<file path="src/qup_params.svh">
// constants and behaviour summary for the quad uart pin-signal block
// Behaviour
// - a low ring input means the modem reports an incoming ring.
// - a rising edge on a channel ring input raises that channel's ring interrupt.
// - with auto flow control bit 5 set, send request goes low when the transmitter has data waiting and the rx fifo is below threshold.
// - writing one to modem control bit 1 drives send request low.
// - after reset every send request output sits high.
// - tx data waiting and the rx fifo level only steer send request when auto flow control bit 5 is set.
// - the combined read/write strobe is used only in the 68-style bus mode.
// - strobe high with chip select reads the addressed register.
// - strobe low with chip select writes bus data to the addressed register.
// - in local loopback the rx pin is ignored and tx data feeds the receiver.
// - the shared rx ready is the wired-or of all four channel rx ready states.
// - shared rx ready goes low while any channel holds a character.
// - shared rx ready returns high once no characters remain anywhere.
// - each channel's rx ready state is readable through its own registers.
// - in 68-style mode the write strobe pin serves as the read/write strobe.
`ifndef QUP_PARAMS_SVH
`define QUP_PARAMS_SVH
`define QUP_NCH 4
`define QUP_ADDR_W 5
`define QUP_CH_LSB 3
`define QUP_REG_MODEM_CTL 3'h4
`define QUP_REG_STAT 3'h5
`define QUP_MODEM_CTL_SEND 1
`define QUP_MODEM_CTL_LOOP 4
`define QUP_MODEM_CTL_AUTO 5
`define QUP_STAT_RX_READY 0
`define QUP_STAT_RING 1
`define QUP_MODEM_CTL_RST 8'h00
`define QUP_RD_ZERO 8'h00
`define QUP_RING_IDLE 1'b1
`endif

</file>
<file path="src/qup_pkg.sv">
// types for the quad uart pin-signal block
`default_nettype none
package qup_pkg;
    typedef struct packed {
        logic [7:0] modem_control_reg;
        logic ring_sync1;
        logic ring_sync2;
        logic ring_prev;
        logic ring_irq;
        logic [7:0] rdata;
    } qup_chan_t;
    typedef struct packed {
        logic cs_n;
        logic [4:0] addr;
        logic rw_strobe;
        logic [7:0] wdata;
    } qup_bus_t;
endpackage : qup_pkg
`default_nettype wire

</file>
<file path="src/qup_top.sv">
// pin-signal logic of a four-channel uart: ring, send request, host strobe, loopback, rx ready
`include "qup_params.svh"
`default_nettype none
module qup_top (
    input wire logic core_clk,
    input wire logic resetn,
    input wire logic mode68,
    input wire qup_pkg::qup_bus_t bus,
    input wire logic [`QUP_NCH-1:0] ring_in_n,
    input wire logic [`QUP_NCH-1:0] serial_rx_in,
    input wire logic [`QUP_NCH-1:0] tx_serial,
    input wire logic [`QUP_NCH-1:0] tx_data_waiting,
    input wire logic [`QUP_NCH-1:0] rx_fifo_above_thresh,
    input wire logic [`QUP_NCH-1:0] chan_rx_ready,
    output logic [7:0] rd_data,
    output logic [`QUP_NCH-1:0] rx_to_receiver,
    output logic [`QUP_NCH-1:0] send_request_out,
    output logic [`QUP_NCH-1:0] ring_irq,
    output logic [`QUP_NCH-1:0] ring_clear_ack,
    output logic shared_rx_ready_n
);
    // ==========================================================
    // state
    typedef struct packed {
        qup_pkg::qup_chan_t [`QUP_NCH-1:0] ch;
        logic [7:0] rd;
    } qup_state_t;

    qup_state_t st;
    qup_state_t next_st;

    logic bus_sel;
    logic bus_wr;
    logic bus_rd;
    logic [1:0] ch_sel;
    logic [2:0] reg_sel;

    // ==========================================================
    // host strobe decode
    // the 68-style strobe rides on the write strobe pin; outside 68-style mode no access is decoded
    assign bus_sel = mode68 & ~bus.cs_n;
    assign bus_rd = bus_sel & bus.rw_strobe;
    assign bus_wr = bus_sel & ~bus.rw_strobe;
    assign ch_sel = bus.addr[`QUP_ADDR_W-1:`QUP_CH_LSB];
    assign reg_sel = bus.addr[`QUP_CH_LSB-1:0];

    // ==========================================================
    // next state
    always_comb begin
        next_st = st;
        for (int i = 0; i < `QUP_NCH; i++) begin
            next_st.ch[i].ring_sync1 = ring_in_n[i];
            // only the second stage feeds edge detection
            next_st.ch[i].ring_sync2 = st.ch[i].ring_sync1;
            next_st.ch[i].ring_prev = st.ch[i].ring_sync2;
            if (bus_wr && ch_sel == i[1:0] && reg_sel == `QUP_REG_MODEM_CTL) begin
                next_st.ch[i].modem_control_reg = bus.wdata;
            end
            // status read clears the ring flag, but a new edge in the same cycle wins
            if (bus_rd && ch_sel == i[1:0] && reg_sel == `QUP_REG_STAT) begin
                next_st.ch[i].ring_irq = 1'b0;
            end
            if (st.ch[i].ring_sync2 && !st.ch[i].ring_prev) begin
                next_st.ch[i].ring_irq = 1'b1;
            end
        end
        if (bus_rd) begin
            case (reg_sel)
                `QUP_REG_MODEM_CTL: next_st.rd = st.ch[ch_sel].modem_control_reg;
                `QUP_REG_STAT: begin
                    next_st.rd = `QUP_RD_ZERO;
                    next_st.rd[`QUP_STAT_RX_READY] = chan_rx_ready[ch_sel];
                    // low level on ring pin = ring present
                    next_st.rd[`QUP_STAT_RING] = ~st.ch[ch_sel].ring_sync2;
                end
                default: next_st.rd = `QUP_RD_ZERO;
            endcase
        end
    end

    always_ff @(posedge core_clk or negedge resetn) begin
        if (!resetn) begin
            st <= '0;
            // sync chain resets to the idle pin level, so release gives no false edge
            for (int i = 0; i < `QUP_NCH; i++) begin
                st.ch[i].modem_control_reg <= `QUP_MODEM_CTL_RST;
                st.ch[i].ring_sync1 <= `QUP_RING_IDLE;
                st.ch[i].ring_sync2 <= `QUP_RING_IDLE;
                st.ch[i].ring_prev <= `QUP_RING_IDLE;
            end
        end else begin
            st <= next_st;
        end
    end

    // ==========================================================
    // outputs
    assign rd_data = st.rd;

    genvar g;
    generate
        for (g = 0; g < `QUP_NCH; g++) begin : g_ch
            logic auto_fc;
            assign auto_fc = st.ch[g].modem_control_reg[`QUP_MODEM_CTL_AUTO];
            // manual bit, or with auto flow, data waiting and fifo below threshold
            assign send_request_out[g] = ~(st.ch[g].modem_control_reg[`QUP_MODEM_CTL_SEND] |
                (auto_fc & tx_data_waiting[g] & ~rx_fifo_above_thresh[g]));
            assign rx_to_receiver[g] = st.ch[g].modem_control_reg[`QUP_MODEM_CTL_LOOP] ?
                tx_serial[g] : serial_rx_in[g];
            assign ring_irq[g] = st.ch[g].ring_irq;
            assign ring_clear_ack[g] = bus_rd && ch_sel == 2'(g) && reg_sel == `QUP_REG_STAT;
        end
    endgenerate

    assign shared_rx_ready_n = ~(|chan_rx_ready);

    // ==========================================================
    // checks
    rts_reset_a: assert property (@(posedge core_clk) disable iff (!resetn)
        $rose(resetn) |-> &send_request_out) else $error("rts not high after reset");
    rts_manual_a: assert property (@(posedge core_clk) disable iff (!resetn)
        (bus_wr && reg_sel == `QUP_REG_MODEM_CTL && bus.wdata[`QUP_MODEM_CTL_SEND]) |=>
        !send_request_out[$past(ch_sel)]) else $error("rts not low after write");
    rts_noauto_a: assert property (@(posedge core_clk) disable iff (!resetn)
        (!st.ch[0].modem_control_reg[`QUP_MODEM_CTL_AUTO] &&
        !st.ch[0].modem_control_reg[`QUP_MODEM_CTL_SEND]) |->
        send_request_out[0]) else $error("rts moved without auto flow");
    rts_auto_a: assert property (@(posedge core_clk) disable iff (!resetn)
        (st.ch[1].modem_control_reg[`QUP_MODEM_CTL_AUTO] && tx_data_waiting[1] &&
        !rx_fifo_above_thresh[1]) |-> !send_request_out[1])
        else $error("auto flow request not low");
    ring_edge_a: assert property (@(posedge core_clk) disable iff (!resetn)
        ($rose(ring_in_n[2]) && !ring_clear_ack[2]) ##1 !ring_clear_ack[2] ##1
        !ring_clear_ack[2] |=> ring_irq[2]) else $error("ring edge lost");
    ring_sync_a: assert property (@(posedge core_clk) disable iff (!resetn)
        $rose(ring_irq[2]) |-> $past(ring_in_n[2], 3) && !$past(ring_in_n[2], 4))
        else $error("ring flag without synced edge");
    ring_clear_a: assert property (@(posedge core_clk) disable iff (!resetn)
        (ring_clear_ack[2] && !(st.ch[2].ring_sync2 && !st.ch[2].ring_prev)) |=>
        !ring_irq[2]) else $error("ring flag not cleared");
    loop_sel_a: assert property (@(posedge core_clk) disable iff (!resetn)
        st.ch[0].modem_control_reg[`QUP_MODEM_CTL_LOOP] |-> rx_to_receiver[0] == tx_serial[0])
        else $error("loopback not isolating rx pin");
    loop_off_a: assert property (@(posedge core_clk) disable iff (!resetn)
        !st.ch[3].modem_control_reg[`QUP_MODEM_CTL_LOOP] |->
        rx_to_receiver[3] == serial_rx_in[3]) else $error("rx pin not passed");
    rd_other_a: assert property (@(posedge core_clk) disable iff (!resetn)
        (bus_rd && reg_sel != `QUP_REG_MODEM_CTL && reg_sel != `QUP_REG_STAT) |=>
        rd_data == `QUP_RD_ZERO) else $error("unused register not zero");
    shared_rx_ready_n_or_a: assert property (@(posedge core_clk) disable iff (!resetn)
        (chan_rx_ready != 4'h0) |-> !shared_rx_ready_n) else $error("rx ready not low");
    shared_rx_ready_n_idle_a: assert property (@(posedge core_clk) disable iff (!resetn)
        (chan_rx_ready == 4'h0) |-> shared_rx_ready_n) else $error("rx ready not high");
    write_gate_a: assert property (@(posedge core_clk) disable iff (!resetn)
        (!mode68 || bus.cs_n) |=> $stable(st.ch[2].modem_control_reg))
        else $error("write outside 68 mode");
    read_stat_a: assert property (@(posedge core_clk) disable iff (!resetn)
        (bus_rd && reg_sel == `QUP_REG_STAT) |=>
        rd_data[`QUP_STAT_RX_READY] == $past(chan_rx_ready[ch_sel]))
        else $error("bad status read");
endmodule : qup_top
`default_nettype wire

</file>
<file path="config.mk">
export PLATFORM = sky130hd
export DESIGN_NAME = qup_top
export DESIGN_NICKNAME = d
export VERILOG_FILES = /design/src/qup_pkg.sv /design/src/qup_top.sv
export VERILOG_INCLUDE_DIRS = /design/src
export SDC_FILE = /design/constraint.sdc
export NUM_CORES = 1
export LEC_CHECK = 0
export ABC_AREA = 1
export BUFFER_PORTS_ARGS = -buffer_cell sky130_fd_sc_hd__buf_2
export CORE_ASPECT_RATIO = 1.75
export CORE_UTILIZATION = 43
export CTS_CLUSTER_DIAMETER = 120
export CTS_CLUSTER_SIZE = 40
export DETAILED_ROUTE_END_ITERATION = 6
export PLACE_DENSITY = 0.77
export SETUP_SLACK_MARGIN = 0.5
export SLEW_MARGIN = 20
export SYNTH_ARGS = -nofsm -noshare
export SYNTH_HDL_FRONTEND = slang
export SYNTH_SLANG_ARGS = --single-unit
</file>
<file path="constraint.sdc">
create_clock -name core_clk -period 1.3 [get_ports core_clk]
set_clock_uncertainty 0.05 [all_clocks]
set_input_delay 0.195 -clock core_clk [delete_from_list [all_inputs] [get_ports core_clk]]
set_output_delay 0.195 -clock core_clk [all_outputs]
set_load 0.02 [all_outputs]
</file>
==> reports/results.txt <==
Cell area after layout: 4400 sq um
GRT Total Usage: 0.232
CTS sink cnt: 56
Clock root buffer: clkbuf_8
Yosys cell types: 24
I/O pin count: 67
Commonest cells post-synth: 137 x nand2_1, 44 x dfrtp_1, 25 x inv_1, 22 x o21ai_2, 13 x buf_4
Fin nets: 487
Die area: 6770 sq um
Layout fillers: 381
Cells after DPL: 454
Failing checks: hold timing, setup timing
Data arrival, critical path: 1.15 ns
Slew Limit Headroom: 0.809
Total gr overflow: 0
Slew Limit Fails: 0
Post-synthesis compound-gate area fraction: 0.106
Met3 Use GR: 0.0295
Diode count: 0
Crit. End Element: output pin
Min Hold Slack: -0.0764 ns
Post-CTS Hold Fix Bufs: 4
Yosys top cell area share: 0.398
Max frequency: 716 MHz
CP max FO: 2
CTS Buf Count: 5
Status: complete, but fails checks
First DRT Iteration DRCs: 116
R2r worst-path depth: 8
Post-Syn Area per Cell: 8.75 sq um
Core footprint: 6180 sq um
Deepest clock path buffer count: 2
Syn Nets: 358
Final period util: 1.07
CTS tree: done
HP Class: in -> async
Number of synthesized flops with an enable pin: 0
#FFs+latches synth: 56
Synthesized area: 2770 sq um
Most used DFF post-synth: dfrtp_1
Yosys synthesis warning count: 0
VDD IR-drop max: 0.480 mV
RSZ-0062 raised after global routing: true
Clock transition at the registers of the reported paths: 0.09 ns
Post-route DRC: 0
H-Tree Depth: 2
Vias per Instance: 5.18
Yosys top cell by area: dfrtp_1
Top-count cell post-synth: nand2_1
First-pass GRT wire length: 12.0 mm
Met2 usage: 0.418
Sequential share of the synthesized area: 0.512
Met1 Usage GRT: 0.244
Average routed wire per standard cell: 16.4 um
Total Wirelength: 8.65 mm
Synth Area in Adders: 0
Initial core utilization: 0.447
Pleak: 2.22 nW
Synth Area in Simple Gates: 0.268
Setup Crit Path Kind: reg -> out
Setup WS pre-CTS: -0.0698 ns
Remaining antenna violation count: 0
Finished Layout Cells: 526
Vias in the first global route: 2622
Cell Area, Placed: 3210 sq um
Routability cong.: 0.804
Synth Area in XOR/XNOR: 0
P&R area growth vs syn: 59.2%
Worst-Margin Slew: 0.286 ns
Post-Synthesis Cells: 316
Largest net degree at the start of global routing: 37
Worst endpoint required time: 1.05 ns
Pwr/cell area: 871 nW/um^2
# port buffers: 66
Max_cap viols: 0
PnR worst setup slack: -0.0965 ns
Worst-Skew Late Latency: 0.31 ns
Die width: 62.6 um
Die Y: 108 um
Gr busiest metal: met2
Synth area leaders: dfrtp_1 40%, nand2_1 19%, dfstp_2 11%, o21ai_2 7.0%, buf_4 3.5%
Num rows: 38
Setup Viol. Count Final: 2
Hold Violations, Final: 53
Dpl hpwl: 4.34 mm
Startpoint Class: register
DR pass1 iterations: 4
Final TNS setup: -0.103 ns
Async SR Flop Fraction: 1.00
Antenna violations before repair: 0
Tmin final: 1.40 ns
Largest family of logic cells by synthesized area: simple AND/OR/NAND/NOR gates
Multiplexer area fraction after synthesis: 0.00407
Vias: 2724
Layout cell share with drive strength beyond 1: 0.605
[path summary, 6_finish.rpt]
kind                                   from  slack (ns)                 to
worst max-delay path                 st[64]        -0.1  rx_to_receiver[2]
worst min-delay path                 resetn       -0.08        next_st[17]
worst max register to register       st[81]        0.09         rd_data[1]
worst min register to register  next_st[38]        0.31        next_st[37]
max in group asynchronous            resetn        1.01             st[37]
min in group core_clk                bus[6]        0.14             st[46]
[cells by family (layout without fill, tap and decap cells)]
kind of cell	after synthesis	after routing
AOI/OAI and AO/OA	41	41
buffers and inverters	51	179
DFF	56	56
muxes	1	1
and+or+nand+nor	167	169
[cell type report]
cell class	instances	area [sq um]	area share
repair buffers	140	1230	0.280
well taps	80	100	0.0227
multi-input cells	211	1410	0.320
flip-flops and latches	56	1420	0.322
inverters	31	154	0.0350
clock buffers	8	90.1	0.0205
[metrics by stage]
stage	total power, mW	hold WS (ns)	util
6_report	3.84	-0.0764	0.712
5_1_grt	3.97	-0.0614	0.712
4_1_cts	3.69	-0.0679	0.652
3_5_place_dp	2.51	0.256	0.519
3_3_place_gp	2.49	0.251	0.519
2_1_floorplan	2.29	-0.151	-
[per-layer routing]
metal  vias to the layer above  share of wire
met3                        32          0.041
li1                       1243              -
met1                      1329           0.37
met4                         0          0.046
met2                       120           0.55
met5                         -              0
[cell usage in the layout (no fill, tap or decap), types with 2 or more instances in the layout]
cell            n
clkbuf_8        6
nor2_4          4
inv_2          11
nand2_4        19
o21ai_1         7
nor2_1          4
o21ai_2        28
buf_12          5
dfstp_2        12
inv_4           3
a31oi_4         2
dlygate4sd3_1   4
buf_8           3
inv_1          13
dfrtp_1        44
nand3_2         3
nand2_2        30
clkbuf_1        2
buf_4          55
nand2_1        94
nand3_1         5
a31oi_1         2
buf_2          32
nand3_4         8
buf_6          40
[sequential cells by signal, indices dropped and copies added (netlist names)]
register,flops
ring_irq,4
rd_data,8
g_ch.auto_fc,4
st,32
next_st,8
[where the power goes]
group          internal, mW  leakage [nW]  switching [mW]
sequential             1.86         0.709          0.0922
combinational         0.451          1.46           0.462
clock                 0.436        0.0455           0.531
[worst max-delay path, stage by stage, from the launching register on]
cell,delay (ns)
dfrtp_1,0.41
mux2_4,0.30
buf_6,0.13
[what timing repair did]
action | 4_1_cts | 5_1_grt
cloned | 2 | 1
setup endpoints to repair | 69 | 69
buffers inserted | 34 | 23
endpoints found under the hold margin | 57 | 30
pin swaps | 46 | 37
gates resized for setup | 125 | 47
(Power assumes the default switching activity.)
